===== src/frmc_map.svh =====
// Register offsets, field positions, reset values and address bounds for the flash mode control block
`ifndef FRMC_MAP_SVH
`define FRMC_MAP_SVH

// Register word offsets (byte addresses)
`define FRMC_OFF_MODE_CTRL 4'h0
`define FRMC_OFF_PROC_MODE 4'h4
`define FRMC_OFF_STATUS 4'h8
`define FRMC_OFF_REQUEST 4'hC

// Mode control register fields
`define FRMC_BIT_SW_REWRITE_EN 1
`define FRMC_BIT_FLASH_SUBMODE 2
`define FRMC_BIT_BOOT_SELECT 5

// Processor mode register one fields
`define FRMC_BIT_EXTRA_BLOCK_EN 0
`define FRMC_BIT_RESERVED_EXPAND 3

// Request register fields
`define FRMC_REQ_CMD_LSB 0
`define FRMC_REQ_CMD_MSB 2
`define FRMC_REQ_BLOCK_LSB 8
`define FRMC_REQ_BLOCK_MSB 11
`define FRMC_REQ_BYTE 16
`define FRMC_REQ_FETCH_FLASH 17
`define FRMC_REQ_BOOT_TARGET 18

// Status register fields
`define FRMC_ST_MODE_LSB 0
`define FRMC_ST_MODE_MSB 2
`define FRMC_ST_ACCEPT 4
`define FRMC_ST_REFUSE 5
`define FRMC_ST_EXP_SHOWN 6
`define FRMC_ST_BOOT_VIS 7

// Reset values
`define FRMC_RST_MODE_CTRL 8'h00
`define FRMC_RST_PROC_MODE 8'h00

// Address bounds
`define FRMC_EXP_LO 20'h40000
`define FRMC_EXP_HI 20'hBFFFF
`define FRMC_CS2_LO 20'h10000
`define FRMC_CS2_HI 20'h26FFF
`define FRMC_EXTRA_BLOCK_BYTES 4096
`define FRMC_BOOT_BLOCK_BYTES 4096

`endif


===== src/frmc_pkg.sv =====
// Types shared by the flash mode control block
package frmc_pkg;

    // Single-chip, expansion, boot and parallel operation, chosen at reset
    typedef enum logic [2:0] {
        FRMC_OP_SINGLE = 3'h0,
        FRMC_OP_EXPAND = 3'h1,
        FRMC_OP_BOOT = 3'h2,
        FRMC_OP_PARALLEL = 3'h3
    } frmc_op_t;

    // Eight software commands
    typedef enum logic [2:0] {
        FRMC_CMD_READ_ARRAY = 3'h0,
        FRMC_CMD_READ_STATUS = 3'h1,
        FRMC_CMD_CLEAR_STATUS = 3'h2,
        FRMC_CMD_PROGRAM = 3'h3,
        FRMC_CMD_BLOCK_ERASE = 3'h4,
        FRMC_CMD_ERASE_ALL = 3'h5,
        FRMC_CMD_LOCK_PROGRAM = 3'h6,
        FRMC_CMD_READ_LOCK = 3'h7
    } frmc_cmd_t;

    // Bus slave states
    typedef enum logic [1:0] {
        FRMC_BUS_IDLE = 2'b00,
        FRMC_BUS_ANSWER = 2'b01
    } frmc_bus_t;

endpackage


===== src/frmc_ctrl.sv =====
// Flash rewrite mode selection, address map control and command gating
`timescale 1ns/1ps
`include "frmc_map.svh"

// Functional notes
// Three rewrite modes: software, serial, parallel
// Boot block rewritable only in parallel mode
// Word programming; bytes only in parallel mode
// Program and erase only via eight commands
// Collective erase and single block erase
// Locked user block refuses program and erase
// RAM-run submode versus flash-run submode
// Outside single-chip, only RAM-run submode allowed
// Serial mode in boot, user area only
// Parallel mode rewrites boot and user areas
// Rewrite enable forces expansion bit to one
// Expansion bit writes deferred until enable clears
// Entering rewrite sets extra block, expansion bits
// Expansion bit zero hides 40000h to BFFFFh
// Extra block enable moves chip select two area
// User area includes separate 4-Kbyte extra block
// Boot and user areas share addresses
// Boot pins pattern at reset selects boot area
// Processor mode pin low runs user program
// Ordinary reads never return boot contents
// Boot select bit picks boot or user array
// Pins sampled once at reset release
module frmc_ctrl #(
    parameter int NUM_BLOCKS = 16,
    parameter int EXTRA_BLOCK = 15
) (
    input wire logic sys_clk_i,  // 250 MHz system clock
    input wire logic rst_n_i,  // Synchronous reset, active low
    input wire logic processor_mode_pin_i,  // Processor mode strap pin
    input wire logic boot_select_high_pin_i,  // Boot select pin, high for boot
    input wire logic boot_select_low_pin_i,  // Boot select pin, low for boot
    input wire logic parallel_prog_i,  // Parallel programmer attached (level)
    input wire logic serial_sync_i,  // Serial programmer uses clocked transfer
    input wire logic [3:0] avs_address_i,  // Byte address
    input wire logic avs_read_i,  // Read strobe
    input wire logic avs_write_i,  // Write strobe
    input wire logic [31:0] avs_writedata_i,  // Write data
    input wire logic [3:0] avs_byteenable_i,  // Byte lanes
    output logic [31:0] avs_readdata_o,  // Read data
    output logic avs_waitrequest_o,  // Stall until answer
    input wire logic [19:0] cpu_addr_i,  // CPU fetch or read address
    output logic boot_area_select_o,  // Array accesses reach boot area
    output logic ext_area_enable_o,  // Expanded area usable
    output logic cs2_area_hit_o,  // Address falls in chip select two area
    output logic extra_block_enable_o,  // Extra block mapped
    output logic cmd_start_o,  // One-cycle command start pulse
    output logic [2:0] cmd_code_o,  // Command code with start
    output logic [3:0] cmd_block_o,  // Target block with start
    output logic cmd_byte_o  // Byte unit program with start
);

    initial begin
        if (NUM_BLOCKS < 2 || NUM_BLOCKS > 16 || EXTRA_BLOCK >= NUM_BLOCKS) begin
            $error("frmc_ctrl: unsupported block parameters");
        end
    end

    typedef struct packed {
        frmc_pkg::frmc_bus_t bus;
        logic [31:0] rdata;
        logic wait_n;
        logic sampled;
        frmc_pkg::frmc_op_t op;
        logic serial_sync;
        logic rewrite_en;
        logic flash_submode;
        logic boot_sel;
        logic extra_en;
        logic expand_user;
        logic expand_pending;
        logic expand_pend_val;
        logic [15:0] lock;
        logic accept;
        logic refuse;
        logic start;
        logic [2:0] code;
        logic [3:0] blk;
        logic bytemode;
        logic boot_vis;
        logic ext_en;
        logic cs2_hit;
    } frmc_state_t;

    frmc_state_t st;
    frmc_state_t next_st;

    logic bsh_s1, bsh_s2, bsl_s1, bsl_s2, pm_s1, pm_s2, par_s1, par_s2;

    // Two-flop synchronisers for strap pins; only the second flop is read
    always_ff @(posedge sys_clk_i) begin
        bsh_s1 <= boot_select_high_pin_i;
        bsh_s2 <= bsh_s1;
        bsl_s1 <= boot_select_low_pin_i;
        bsl_s2 <= bsl_s1;
        pm_s1 <= processor_mode_pin_i;
        pm_s2 <= pm_s1;
        par_s1 <= parallel_prog_i;
        par_s2 <= par_s1;
    end

    logic expand_shown;
    logic [7:0] mode_ctrl_rd;
    logic [7:0] proc_mode_rd;
    logic [7:0] status_rd;
    logic [19:0] cpu_addr;
    assign cpu_addr = cpu_addr_i;
    // Rewrite enable forces the expansion bit; user value hides behind it
    assign expand_shown = st.rewrite_en | st.expand_user;
    assign mode_ctrl_rd = 8'h00 | (8'(st.rewrite_en) << `FRMC_BIT_SW_REWRITE_EN)
        | (8'(st.flash_submode) << `FRMC_BIT_FLASH_SUBMODE) | (8'(st.boot_sel) << `FRMC_BIT_BOOT_SELECT);
    assign proc_mode_rd = (8'(st.extra_en) << `FRMC_BIT_EXTRA_BLOCK_EN)
        | (8'(expand_shown) << `FRMC_BIT_RESERVED_EXPAND);
    assign status_rd = 8'(st.op) | (8'(st.accept) << `FRMC_ST_ACCEPT) | (8'(st.refuse) << `FRMC_ST_REFUSE)
        | (8'(expand_shown) << `FRMC_ST_EXP_SHOWN) | (8'(st.boot_vis) << `FRMC_ST_BOOT_VIS);

    // Next-state logic: strap capture, bus slave, register effects, command gate
    always_comb begin
        logic wr;
        logic rd;
        logic [31:0] wd;
        logic [2:0] c;
        logic [3:0] b;
        logic by;
        logic fetch_flash;
        logic boot_tgt;
        logic ok;
        logic new_en;
        wr = 1'b0;
        rd = 1'b0;
        wd = avs_writedata_i;
        c = wd[`FRMC_REQ_CMD_MSB:`FRMC_REQ_CMD_LSB];
        b = wd[`FRMC_REQ_BLOCK_MSB:`FRMC_REQ_BLOCK_LSB];
        by = wd[`FRMC_REQ_BYTE];
        fetch_flash = wd[`FRMC_REQ_FETCH_FLASH];
        boot_tgt = wd[`FRMC_REQ_BOOT_TARGET];
        ok = 1'b1;
        new_en = st.rewrite_en;
        next_st = st;
        next_st.start = 1'b0;

        // Mode taken once, on the first cycle after reset release
        if (!st.sampled) begin
            next_st.sampled = 1'b1;
            next_st.serial_sync = serial_sync_i;
            if (par_s2) begin
                next_st.op = frmc_pkg::FRMC_OP_PARALLEL;
            end else if (pm_s2 && bsh_s2 && !bsl_s2) begin
                next_st.op = frmc_pkg::FRMC_OP_BOOT;
                next_st.boot_sel = 1'b1;
            end else if (pm_s2) begin
                next_st.op = frmc_pkg::FRMC_OP_EXPAND;
            end else begin
                next_st.op = frmc_pkg::FRMC_OP_SINGLE;
            end
        end

        // Avalon slave: one wait cycle, answer on the second cycle
        // Read data is latched when the request is seen so it stands while waitrequest is low
        case (st.bus)
            frmc_pkg::FRMC_BUS_IDLE: begin
                next_st.wait_n = 1'b0;
                if (avs_read_i || avs_write_i) begin
                    next_st.bus = frmc_pkg::FRMC_BUS_ANSWER;
                    next_st.wait_n = 1'b1;
                    rd = avs_read_i;
                end
            end
            frmc_pkg::FRMC_BUS_ANSWER: begin
                next_st.bus = frmc_pkg::FRMC_BUS_IDLE;
                next_st.wait_n = 1'b0;
                wr = avs_write_i;
            end
            default: begin
                next_st.bus = frmc_pkg::FRMC_BUS_IDLE;
                next_st.wait_n = 1'b0;
            end
        endcase

        if (rd) begin
            if (avs_address_i == `FRMC_OFF_MODE_CTRL) begin
                next_st.rdata = {24'h000000, mode_ctrl_rd};
            end else if (avs_address_i == `FRMC_OFF_PROC_MODE) begin
                next_st.rdata = {24'h000000, proc_mode_rd};
            end else if (avs_address_i == `FRMC_OFF_STATUS) begin
                next_st.rdata = {24'h000000, status_rd};
            end else begin
                next_st.rdata = 32'h00000000;
            end
        end

        if (wr && avs_byteenable_i[0]) begin
            if (avs_address_i == `FRMC_OFF_MODE_CTRL) begin
                new_en = wd[`FRMC_BIT_SW_REWRITE_EN];
                next_st.rewrite_en = new_en;
                // Flash-run submode only in single-chip operation
                next_st.flash_submode = wd[`FRMC_BIT_FLASH_SUBMODE]
                    && st.op == frmc_pkg::FRMC_OP_SINGLE; // see
                // Boot select only meaningful in boot operation
                if (st.op == frmc_pkg::FRMC_OP_BOOT) begin
                    next_st.boot_sel = wd[`FRMC_BIT_BOOT_SELECT];
                end
                if (new_en && !st.rewrite_en) begin
                    next_st.extra_en = 1'b1;
                end
                if (!new_en && st.expand_pending) begin
                    next_st.expand_user = st.expand_pend_val;
                    next_st.expand_pending = 1'b0;
                end
            end else if (avs_address_i == `FRMC_OFF_PROC_MODE) begin
                next_st.extra_en = wd[`FRMC_BIT_EXTRA_BLOCK_EN];
                if (st.rewrite_en) begin
                    next_st.expand_pending = 1'b1;
                    next_st.expand_pend_val = wd[`FRMC_BIT_RESERVED_EXPAND];
                end else begin
                    next_st.expand_user = wd[`FRMC_BIT_RESERVED_EXPAND];
                end
            end else if (avs_address_i == `FRMC_OFF_REQUEST) begin
                // Array changes start only through a command; see
                if (c == frmc_pkg::FRMC_CMD_PROGRAM || c == frmc_pkg::FRMC_CMD_BLOCK_ERASE
                    || c == frmc_pkg::FRMC_CMD_ERASE_ALL) begin
                    if (st.op == frmc_pkg::FRMC_OP_PARALLEL) begin
                        ok = 1'b1; // see
                    end else if (st.op == frmc_pkg::FRMC_OP_BOOT && !st.rewrite_en) begin
                        ok = !boot_tgt;
                    end else begin
                        ok = st.rewrite_en;
                        // RAM-run submode refuses a request fetched from flash
                        if (fetch_flash && !st.flash_submode) begin
                            ok = 1'b0;
                        end
                    end
                    if (boot_tgt && st.op != frmc_pkg::FRMC_OP_PARALLEL) begin
                        ok = 1'b0;
                    end
                    if (by && st.op != frmc_pkg::FRMC_OP_PARALLEL) begin
                        ok = 1'b0;
                    end
                    if (c != frmc_pkg::FRMC_CMD_ERASE_ALL && !boot_tgt && st.lock[b]) begin
                        ok = 1'b0;
                    end
                    if (32'(b) >= NUM_BLOCKS) begin
                        ok = 1'b0;
                    end
                end else if (c == frmc_pkg::FRMC_CMD_LOCK_PROGRAM) begin
                    ok = st.rewrite_en || st.op == frmc_pkg::FRMC_OP_PARALLEL;
                    if (ok) begin
                        next_st.lock[b] = 1'b1;
                    end
                end
                // Collective erase opens every lock
                if (ok && c == frmc_pkg::FRMC_CMD_ERASE_ALL) begin
                    next_st.lock = 16'h0000;
                end
                next_st.accept = ok;
                next_st.refuse = !ok;
                next_st.start = ok;
                next_st.code = c;
                next_st.blk = b;
                next_st.bytemode = by;
            end
        end

        // Boot contents visible only in boot operation with select set
        next_st.boot_vis = next_st.op == frmc_pkg::FRMC_OP_BOOT && next_st.boot_sel; // see
        // Expansion window closed while bit is zero
        next_st.ext_en = (next_st.rewrite_en | next_st.expand_user)
            || cpu_addr < `FRMC_EXP_LO || cpu_addr > `FRMC_EXP_HI;
        // Chip select two window only with extra block mapped
        next_st.cs2_hit = next_st.extra_en
            && cpu_addr >= `FRMC_CS2_LO && cpu_addr <= `FRMC_CS2_HI; // see
    end

    // State register; reset clears all control state
    always_ff @(posedge sys_clk_i) begin
        if (!rst_n_i) begin
            st <= '0;
            st.op <= frmc_pkg::FRMC_OP_SINGLE;
            st.bus <= frmc_pkg::FRMC_BUS_IDLE;
        end else begin
            st <= next_st;
        end
    end

    // Outputs straight from flops
    assign avs_readdata_o = st.rdata;
    assign avs_waitrequest_o = !st.wait_n;
    assign boot_area_select_o = st.boot_vis;
    assign ext_area_enable_o = st.ext_en;
    assign cs2_area_hit_o = st.cs2_hit;
    assign extra_block_enable_o = st.extra_en;
    assign cmd_start_o = st.start;
    assign cmd_code_o = st.code;
    assign cmd_block_o = st.blk;
    assign cmd_byte_o = st.bytemode;

endmodule


===== config.mk =====
export PLATFORM = sky130hd
export DESIGN_NAME = frmc_ctrl
export DESIGN_NICKNAME = d
export VERILOG_FILES = /design/src/frmc_pkg.sv /design/src/frmc_ctrl.sv
export VERILOG_INCLUDE_DIRS = /design/src
export SDC_FILE = /design/constraint.sdc
export NUM_CORES = 1
export LEC_CHECK = 0
export ABC_AREA = 1
export BUFFER_PORTS_ARGS = -buffer_cell sky130_fd_sc_hd__clkbuf_2
export CORE_UTILIZATION = 35
export DETAILED_ROUTE_END_ITERATION = 6
export GPL_ROUTABILITY_DRIVEN = 0
export GPL_TIMING_DRIVEN = 0
export PLACE_DENSITY = 0.68
export SYNTH_ARGS = -nofsm -noshare
export SYNTH_HDL_FRONTEND = slang
export SYNTH_SLANG_ARGS = --single-unit

===== constraint.sdc =====
create_clock -name sys_clk_i -period 1.9 [get_ports sys_clk_i]
set_input_delay 0.19 -clock sys_clk_i [delete_from_list [all_inputs] [get_ports sys_clk_i]]
set_output_delay 0.19 -clock sys_clk_i [all_outputs]
set_load 0.01 [all_outputs]

==> out/metrics.cfg, run 1 <==
[routing]
via_count = 2568
wl_mm = 6.047
drtIter0Drc = 88
drc = 0
routedWlPerCell_um = 10.16
routed_via_density = 4.316
first_pass_iters = 4
postRouteAntennaNets = 0

[worst_setup_path]
slowest_stage = dfxtp_1
crit_top_cell = nand2_2
cp-end-kind = flop
crit_path_max_incr_delay_ns = 0.37
crit_arrival_ns = 1.89
cp_cell_sequence = nand3_1, inv_2, nand2_2, nor4_4, nand3_4, nand2_2, buf_6, a21oi_1
crit_fanout = 10
r2r-end = st[14]$_SDFFE_PN0P_
worstReg2RegStart = st[75]$_SDFFE_PN0N_
startpoint = st[75]$_SDFFE_PN0N_
reg2reg_depth = 8
r2r_slack_ns = 0.23
required_ns = 2.13
cp_top_family = simple AND/OR/NAND/NOR gates
path_buf_inv = 2
worstSetupPathType = flop to flop
startpoint_type = flop

[logic_synthesis]
synth_xor_area_share_pct = 0
synth_compound_area_share_pct = 15.17
synth_top_flop_cell = dfxtp_1
yosysWarnings = 0
synth-edff-count = 0
synth_area_leaders = dfxtp_1 (41%), buf_4 (10%), nand2_1 (10%)
synth-seq-area-share_pct = 40.69
syn_area_per_cell_um2 = 7.330
ys_types = 35
synth_cells = 396
synth_area_um2 = 2903
synthAdderAreaFrac_pct = 0
synth_top_family_by_area = simple AND/OR/NAND/NOR gates
synth-seq-cells = 59
yosysTopAreaCell = dfxtp_1
synthSimpleGateAreaFrac_pct = 24.66
synthMuxAreaShare_pct = 0
post-synth-top-count-cell = nand2_1
synthArstFlopShare_pct = 0
synthTopCellsByCount = nand2_1 (77), dfxtp_1 (59), inv_1 (53)
synth_top_area_share_pct = 40.69

[min_path]
holdPathStages = 3
min_to = cs2_area_hit_o$_SDFF_PN0_
hold_start = cpu_addr_i[17]
holdCritPathClass = input pin to flop

[grt]
grt_antenna_before_repair = 0
grt_pass1_vias = 2336
met3_usage_pct = 2.358
grt.overflow.total = 0
gr-usage-met1_pct = 18.83
top_usage_layer = met2
grt_pass1_wl_mm = 10.47
grt_use_total_pct = 15.28
grtUsageMet2_pct = 24.69
grt_max_degree = 11

[floorplan]
fp.dieH_um = 93.07
die_area_um2 = 8662
start_util_pct = 36.80
die_w_um = 93.07
row_count = 32
ios = 115
core-area_um2 = 7888

[placement]
dp_worst_setup_slack_ns = 0.09091
placed_area_um2 = 3387
place_hpwl_mm = 4.708
io_buffers = 54

[clock_tree]
cts_buffer_depth = 2
clock_latency_ns = 0.35
tritoncts = yes
cts_made_buffers = 9
post_cts.repair.setup_buffers = 0
htreeDepth = 3
clkTransAtPathRegs_ns = 0.07
root_buffer = clkbuf_8
cts.sinks = 59

[timing]
worst_slack_ns = 0.2347
tns_ns = 0
hold_violations = 0
setup_viol = 0
rsz0062_at_grt = false
finClkSkew_ns = 0.01304
fmax_mhz = 600.5
fin_crit_ns = 1.665
finalMaxSlewViolations = 0
tightestPinTransition_ns = 0.6377
slew_headroom_pct = 57.16
fin_crit_sh_pct = 87.65

[pwr]
p_per_area_nw_per_um2 = 782.1
p_leak_uw = 0.001744
ir_worst_vdd_v = 0.0003899

[final_layout]
layout-drive-gt1-share_pct = 29.82
fillers = 802
diodes = 0
finalInstanceArea_um2 = 3667
area_growth_pct = 26.34
finalNetCount = 557

[status]
status = complete, no violations

[job]
drv_cap = 0

-- what timing repair did --
item | in CTS | in global routing
gates resized for setup | 0 | 3
endpoints found under the hold margin | 5 | 0
hold buffers | 5 | 0
endpoints found under the setup margin | 0 | 11
-- worst max path at each step --
stage,to,slack [ns],depth (start not counted)
finish,st[14]$_SDFFE_PN0P_,0.23,8
detailed placement,st[14]$_SDFFE_PN0P_,0.09,15
floorplan,st[14]$_SDFFE_PN0P_,0.40,8
global placement,st[16]$_SDFFE_PN0P_,0.09,15
global route,st[14]$_SDFFE_PN0P_,0.07,8
CTS,st[14]$_SDFFE_PN0P_,0.1,8
-- worst reg2reg max path: cells and delay by family (launching register included) --
| kind | cells | cell delay (ns) |
|---|---|---|
| and+or+nand+nor | 5 | 0.80 |
| DFF | 1 | 0.37 |
| buffers and inverters | 2 | 0.32 |
| AOI/OAI and AO/OA | 1 | 0.06 |
-- per-layer routing --
metal  routed length, um  up-vias
li1                    -     1371
met1                2824     1114
met2                2788       70
met3                 270       13
met4                 163        0
met5                   0        -
-- report_power, final --
group / switching, uW / internal (uW)
combinational: 159 / 122
clock: 500 / 808
sequential: 13.8 / 1270
-- layout by cell type (no fill, tap or decap), drive strengths merged, types with 2 or more instances in the layout --
master	n
buf	44
or2	3
nand2	90
dlygate4sd3	5
nand3	5
inv	56
conb	24
clkbuf	68
bufinv	2
nand4	3
dfxtp	59
or3	2
o221ai	2
a211oi	2
nor2	43
a21oi	40
o21ai	29
nor3	7
-- logic make-up after synthesis --
logic type             after synthesis
AOI/OAI and AO/OA                   77
and+or+nand+nor                    156
other                                1
buffers and inverters              103
DFF                                 59
-- per-stage QoR --
step | util, % | hold slack [ns] | total power (uW) | instances
6_report | 46.49 | 0.1215 | 2868 | 595
5_1_grt | 46.49 | 0.1209 | 2980 | 595
4_1_cts | 46.46 | 0.1025 | 2892 | 596
3_5_place_dp | 42.94 | 0.2939 | 1579 | 575
3_3_place_gp | 42.94 | 0.2954 | 1575 | 575
2_1_floorplan | - | 0.2177 | 1491 | 419
-- cell type report --
type	count	area (um2)	share of cell area [%]
inverters	56	210.2	5.732
clock inverters	4	72.57	1.979
clock buffers	12	155.1	4.231
well taps	102	127.6	3.480
multi-input cells	257	1249	34.05
plain buffers	46	351.6	9.587
repair buffers	59	320.3	8.734
flip-flops and latches	59	1181	32.21
-- flip-flops by register name, indices dropped and copies added, names as in the netlist --
signal,cells
bsh_s1,1
ext_area_enable_o,1
cmd_byte_o,1
bsl_s2,1
st,30
pm_s1,1
cs2_area_hit_o,1
bsl_s1,1
par_s1,1
cmd_code_o,3
par_s2,1
extra_block_enable_o,1
pm_s2,1
bsh_s2,1
avs_readdata_o,8
cmd_block_o,4
cmd_start_o,1
boot_area_select_o,1
No activity file was read; power rests on OpenSTA's default activity.
==> run 2, diff against run 1 <==
PLACE_DENSITY = 0.7   (was 0.68)
clock period = 1.4 ns   (was 1.9 ns; I/O delays follow)
==> out/metrics.cfg, run 2 (synthesis gave the netlist of run 1 again) <==
[placement]
dp_worst_setup_slack_ns = -0.3708  ; -0.4617 ns
io_buffers = 54  ; unchanged
place_hpwl_mm = 4.818  ; +2.3%

[final_layout]
fin_util_pct = 48.56  ; +2.1 points
largest_reg_flops = 30  ; unchanged
area_growth_pct = 31.94
final_common_cell = nand2_1
regArea_um2 = 1189  ; +0.64%
multiInputGateArea_um2 = 1334  ; +6.8%
layout-drive-gt1-share_pct = 35.71  ; +5.9 points
fillers = 757  ; -5.6%
largest-register = st
finalNetCount = 569  ; +2.2%
layout_common_cells = nand2_1 (74), clkbuf_2 (55), dfxtp_1 (55)
diodes = 0  ; unchanged

[clock_tree]
tritoncts = yes
cts.sinks = 59  ; unchanged
root_buffer = clkbuf_8
clock_latency_ns = 0.34  ; about the same
cts_buffer_depth = 2  ; unchanged
htreeDepth = 3  ; unchanged
clkTransAtPathRegs_ns = 0.07  ; about the same
cts_made_buffers = 9  ; unchanged

[timing]
finClkSkew_ns = 0.01130  ; -0.001742 ns
worst_slack_ns = -0.1936  ; -0.4283 ns
fin_crit_sh_pct = 113.8  ; +26 points
fin_crit_ns = 1.594  ; -0.07174 ns
fmax_mhz = 627.5  ; +4.5%
rsz0062_at_grt = true
hold_violations = 0  ; unchanged
tightestPinTransition_ns = 0.6057  ; -0.03198 ns
slew_headroom_pct = 59.31  ; +2.1 points
setup_viol = 16  ; +16
finalMaxSlewViolations = 0  ; unchanged

[worst_setup_path]
worstSetupPathType = flop to flop
crit_top_cell = nand2_1
required_ns = 1.67  ; -0.46 ns
cp-end-kind = flop
crit_fanout = 6  ; -4
cp_top_family = simple AND/OR/NAND/NOR gates
path_buf_inv = 1  ; -1
cp_cell_sequence = nand2_1, nand2_1, nand2_1, nand2_1, nand2_1, nand2_2, o21ai_2, nand2_1, nand2_2, nand3_4, nand2_8, clkbuf_16, nand2_2, a21oi_2
crit_path_max_incr_delay_ns = 0.31  ; -0.06 ns
slowest_stage = dfxtp_1
crit_arrival_ns = 1.86  ; -0.03 ns
startpoint_type = flop

[routing]
routed_via_density = 4.492  ; +4.1%
postRouteAntennaNets = 0  ; unchanged
drtIter0Drc = 156  ; +77%
drc = 0  ; unchanged
via_count = 2722  ; +6.0%
routedWlPerCell_um = 10.96  ; +7.8%
first_pass_iters = 4  ; unchanged
wl_mm = 6.641  ; +9.8%

[floorplan]
row_count = 32  ; unchanged
ios = 115  ; unchanged
die_w_um = 93.07  ; unchanged
start_util_pct = 36.80  ; unchanged
core-area_um2 = 7888  ; unchanged
fp.dieH_um = 93.07  ; unchanged
die_area_um2 = 8662  ; unchanged

[status]
status = finished, violations left
violations = setup timing

[min_path]
holdCritPathClass = input pin to flop

[pwr]
p_leak_uw = 0.001819  ; +4.3%
switching_share_pct = 25.19  ; +1.7 points
power_switching_uw = 907.6  ; +35%
ir_worst_vdd_v = 0.0005278  ; +35%
p_clk_share_pct = 40.6  ; -5.0 points
intPower_uw = 2695  ; +23%
combinationalPowerShare_pct = 11.2  ; +1.4 points
p_per_area_nw_per_um2 = 940.8  ; +20%
sequentialPowerShare_pct = 48.2  ; +3.6 points

[grt]
grt_use_total_pct = 15.68  ; +0.39 points
grt_pass1_vias = 2489  ; +6.5%
grt_pass1_wl_mm = 10.61  ; +1.4%
grt_max_degree = 11  ; unchanged
grt_antenna_before_repair = 0  ; unchanged
grt.overflow.total = 0  ; unchanged

[job]
drv_cap = 0  ; unchanged

==> run 2: cell types whose count changed in the layout (fill, tap and decap cells not counted), sizes merged <==
cell / before / now
inv: 56 / 55
clkinvlp: 1 / 3
bufinv: 2 / 1
clkinv: 1 / 2
buf: 44 / 54
==> run 2: worst paths after layout <==
check,startpoint,cells past startpoint,slack (ns),endpoint
min reg2reg,par_s1$_DFF_P_,0,0.33,par_s2$_DFF_P_
min,cpu_addr_i[17],3,0.08,cs2_area_hit_o$_SDFF_PN0_
max reg2reg,st[28]$_SDFFE_PN0P_,14,-0.19,st[24]$_SDFFE_PN0P_
max,st[28]$_SDFFE_PN0P_,14,-0.19,st[24]$_SDFFE_PN0P_
==> run 2: routing by layer <==
layer	track usage, %	up-vias	part of all wire [%]
met3	2.114	26	6.1
met5	0	-	0
met1	18.77	1202	42
li1	-	1396	-
met4	12.18	0	4.0
met2	25.31	98	48
==> run 2: per-stage QoR <==
stage | hold WS [ns] | instances | setup TNS [ns] | total power, uW | cell area, um2
2_1_floorplan | 0.1677 | 419 | 0 | 2026 | 3000
3_3_place_gp | 0.2460 | 575 | -6.169 | 2140 | 3398
3_5_place_dp | 0.2439 | 575 | -7.426 | 2147 | 3398
4_1_cts | 0.05800 | 599 | -2.365 | 3623 | 3695
5_1_grt | 0.07313 | 606 | -4.971 | 3761 | 3830
6_report | 0.07853 | 606 | -2.734 | 3603 | 3830
==> run 2: power by group through the flow <==
stage | Combinational, uW | Clock, uW | Sequential (uW)
final | 403 | 1460 | 1740
after global routing | 449 | 1570 | 1740
after CTS | 391 | 1490 | 1740
after global placement | 366 | 0 | 1770
after detailed placement | 373 | 0 | 1770
after floorplan | 255 | 0 | 1770
==> run 2: cell type report <==
type / instances / share of cell area [%]
Timing Repair Buffer: 70 / 10.98
Clock inverter: 5 / 1.437
Sequential cell: 59 / 31.04
Buffer: 47 / 9.474
Multi-Input combinational cell: 257 / 34.83
Clock buffer: 10 / 3.332
Tap cell: 102 / 3.332
Inverter: 56 / 5.586
==> run 2: timing repair <==
action	4_1_cts	5_1_grt
pin swaps	2	5
gates cloned	0	1
hold buffers	5	0
setup buffers	4	6
endpoints found under the setup margin	27	24
gates resized for setup	10	26
hold endpoints to repair	5	0
==> run 2: worst register-to-register path: cells and delay by family, from the launching register on <==
family | cells | cell delay [ns]
buf+inv | 1 | 0.15
simple gates | 11 | 0.82
flops | 1 | 0.31
compound gates | 2 | 0.24
==> run 3, diff against run 2 <==
ABC_AREA = not set   (was 1)
PLACE_DENSITY = 0.71   (was 0.7)
==> out/metrics.cfg, run 3 <==
[min_path]
hold_start = rst_n_i
holdCritPathClass = input pin to flop
holdPathStages = 1  ; -2
min_to = st[41]$_SDFF_PN0_

[worst_setup_path]
reg2reg_depth = 7  ; -7
path_buf_inv = 3  ; +2
cp_cell_sequence = nand3_4, buf_12, a2111oi_4, buf_6, clkbuf_16, a31oi_1, nor3_1
r2r-end = st[15]$_SDFFE_PN0P_
startpoint_type = flop
crit_path_max_incr_delay_ns = 0.37  ; +0.06 ns
required_ns = 1.66  ; about the same
worstReg2RegStart = st[75]$_SDFFE_PN0N_
cp-end-kind = flop
worstSetupPathType = flop to flop
crit_fanout = 5  ; -1
slowest_stage = dfxtp_4
crit_arrival_ns = 1.79  ; -0.07 ns
r2r_slack_ns = -0.13  ; +0.06 ns
cp_top_family = buffers and inverters

[logic_synthesis]
synth-edff-count = 0  ; unchanged
synth_area_um2 = 2805  ; -3.4%
yosysWarnings = 0  ; unchanged
synth_area_leaders = dfxtp_1 (42%), buf_4 (10%), nor3_1 (4.3%)
post-synth-top-count-cell = dfxtp_1
synth-seq-area-share_pct = 42.11  ; +1.4 points
ys_types = 53  ; +51%
synthTopCellsByCount = dfxtp_1 (59), buf_4 (39), nand2_1 (28)
synth_top_flop_cell = dfxtp_1
synth-seq-cells = 59  ; unchanged
synth_cells = 312  ; -21%
syn_area_per_cell_um2 = 8.991  ; +23%
synthArstFlopShare_pct = 0  ; unchanged
synth_top_area_share_pct = 42.11  ; +1.4 points
yosysTopAreaCell = dfxtp_1

[clock_tree]
clkTransAtPathRegs_ns = 0.07  ; about the same
htreeDepth = 3  ; unchanged
cts.sinks = 59  ; unchanged
clock_latency_ns = 0.34  ; about the same
cts_made_buffers = 9  ; unchanged
tritoncts = yes
root_buffer = clkbuf_8
cts_buffer_depth = 2  ; unchanged

[timing]
worst_slack_ns = -0.1323  ; +0.06127 ns
fmax_mhz = 652.6  ; +4.0%
tns_ns = -1.244  ; +1.491 ns
finClkSkew_ns = 0.007396  ; -0.003900 ns
hold_violations = 0  ; unchanged
tightestPinTransition_ns = 0.5988  ; -0.006909 ns
setup_viol = 16  ; unchanged
finalMaxSlewViolations = 0  ; unchanged
fin_crit_sh_pct = 109.5  ; -4.4 points
slew_headroom_pct = 59.75  ; +0.44 points
fin_crit_ns = 1.532  ; -0.06127 ns
rsz0062_at_grt = true

[grt]
grt_pass1_wl_mm = 10.63  ; +0.19%
grt_max_degree = 12  ; +1
grt_pass1_vias = 2269  ; -8.8%
grt_use_total_pct = 16.17  ; +0.49 points
grt.overflow.total = 0  ; unchanged
grt_antenna_before_repair = 0  ; unchanged

[pwr]
p_leak_uw = 0.001685  ; -7.4%
ir_worst_vdd_v = 0.0004962  ; -6.0%
combinationalPowerShare_pct = 10.6  ; -0.6 points
p_clk_share_pct = 43.1  ; +2.5 points
sequentialPowerShare_pct = 46.3  ; -1.9 points
power_switching_uw = 932.8  ; +2.8%
intPower_uw = 2806  ; +4.1%
switching_share_pct = 24.95  ; -0.24 points
power_uw = 3739  ; +3.8%
p_per_area_nw_per_um2 = 972.5  ; +3.4%

[final_layout]
largest-register = st
area_growth_pct = 37.07
regArea_um2 = 1194  ; +0.42%
finalNetCount = 486  ; -15%
largest_reg_flops = 30  ; unchanged
fillers = 739  ; -2.4%
diodes = 0  ; unchanged
multiInputGateArea_um2 = 1431  ; +7.3%
layout-drive-gt1-share_pct = 37.68  ; +2.0 points
final_common_cell = dfxtp_1
layout_common_cells = dfxtp_1 (55), clkbuf_2 (53), buf_4 (45)

[routing]
via_count = 2550  ; -6.3%
wl_mm = 6.744  ; +1.6%
postRouteAntennaNets = 0  ; unchanged
drtIter0Drc = 153  ; -1.9%
drc = 0  ; unchanged
first_pass_iters = 4  ; unchanged
routed_via_density = 4.866  ; +8.3%
routedWlPerCell_um = 12.87  ; +17%

[placement]
dp_worst_setup_slack_ns = -0.5125  ; -0.1417 ns
io_buffers = 53  ; -1.9%
place_hpwl_mm = 4.791  ; -0.56%

[floorplan]
core-area_um2 = 7727  ; -2.0%
fp.dieH_um = 91.53  ; -1.7%
start_util_pct = 36.30  ; -0.50 points
row_count = 32  ; unchanged
die_area_um2 = 8377  ; -3.3%
die_w_um = 91.53  ; -1.7%
ios = 115  ; unchanged

[job]
drv_cap = 0  ; unchanged

[status]
status = finished, violations left
violations = setup timing

[run 3: final cells by class]
type | count | area share, %
buffer | 51 | 9.795
inverter | 5 | 0.4881
timing repair buffer | 73 | 12.63
tap | 102 | 3.319
multi-input combinational | 218 | 37.23
sequential | 59 | 31.04
clock buffer | 10 | 3.872
clock inverter | 6 | 1.627
[run 3: through the flow]
step / cells / hold slack, ns / area, um2 / util, %
floorplan: 335 / 0.1677 / 2915 / -
global placement: 490 / 0.2454 / 3308 / 42.81
detailed placement: 490 / 0.2457 / 3308 / 42.81
CTS: 521 / 0.03186 / 3712 / 48.04
global route: 524 / 0.03951 / 3845 / 49.76
finish: 524 / 0.03529 / 3845 / 49.76
[run 3: logic make-up after synthesis]
family | synth area share [%]
AND/OR/NAND/NOR | 22.66
AO/OA/AOI/OAI | 17.22
flip-flops | 42.11
buffers and inverters | 13.65
multiplexers | 3.925
XOR/XNOR | 0.3123
other | 0.1337
[run 3: worst max path at each step]
stage / startpoint / endpoint / cells after the start
6_report: st[75]$_SDFFE_PN0N_ / st[15]$_SDFFE_PN0P_ / 7
5_1_grt: st[75]$_SDFFE_PN0N_ / st[15]$_SDFFE_PN0P_ / 7
4_1_cts: st[75]$_SDFFE_PN0N_ / st[20]$_SDFFE_PN0P_ / 6
3_5_place_dp: avs_address_i[1] / boot_area_select_o$_SDFF_PN0_ / 5
3_3_place_gp: avs_address_i[1] / boot_area_select_o$_SDFF_PN0_ / 5
2_1_floorplan: st[75]$_SDFFE_PN0N_ / st[24]$_SDFFE_PN0P_ / 6
[run 3: power by group through the flow]
stage | Sequential (uW) | Clock [uW] | Combinational [uW]
3_5_place_dp | 1770 | 0 | 358
6_report | 1730 | 1610 | 395
5_1_grt | 1730 | 1730 | 432
3_3_place_gp | 1770 | 0 | 354
2_1_floorplan | 1770 | 0 | 237
4_1_cts | 1730 | 1640 | 381
[run 3: metal layers]
metal	global-route usage, %	wire, um	vias to the layer above	share of wire, %
met2	27.13	3309	82	49
li1	-	-	1269	-
met5	0	0	-	0
met1	20.18	2962	1189	44
met3	3.350	347	10	5.1
met4	6.349	125	0	1.9
[run 3: timing repair]
action                                  in CTS  in global routing
pin swaps                                    5                  3
resized for setup                           15                 16
endpoints found under the setup margin      23                 27
cloned                                       1                  1
hold endpoints to repair                     4                  0
buffers inserted                            11                  3
hold buffers                                 4                  0
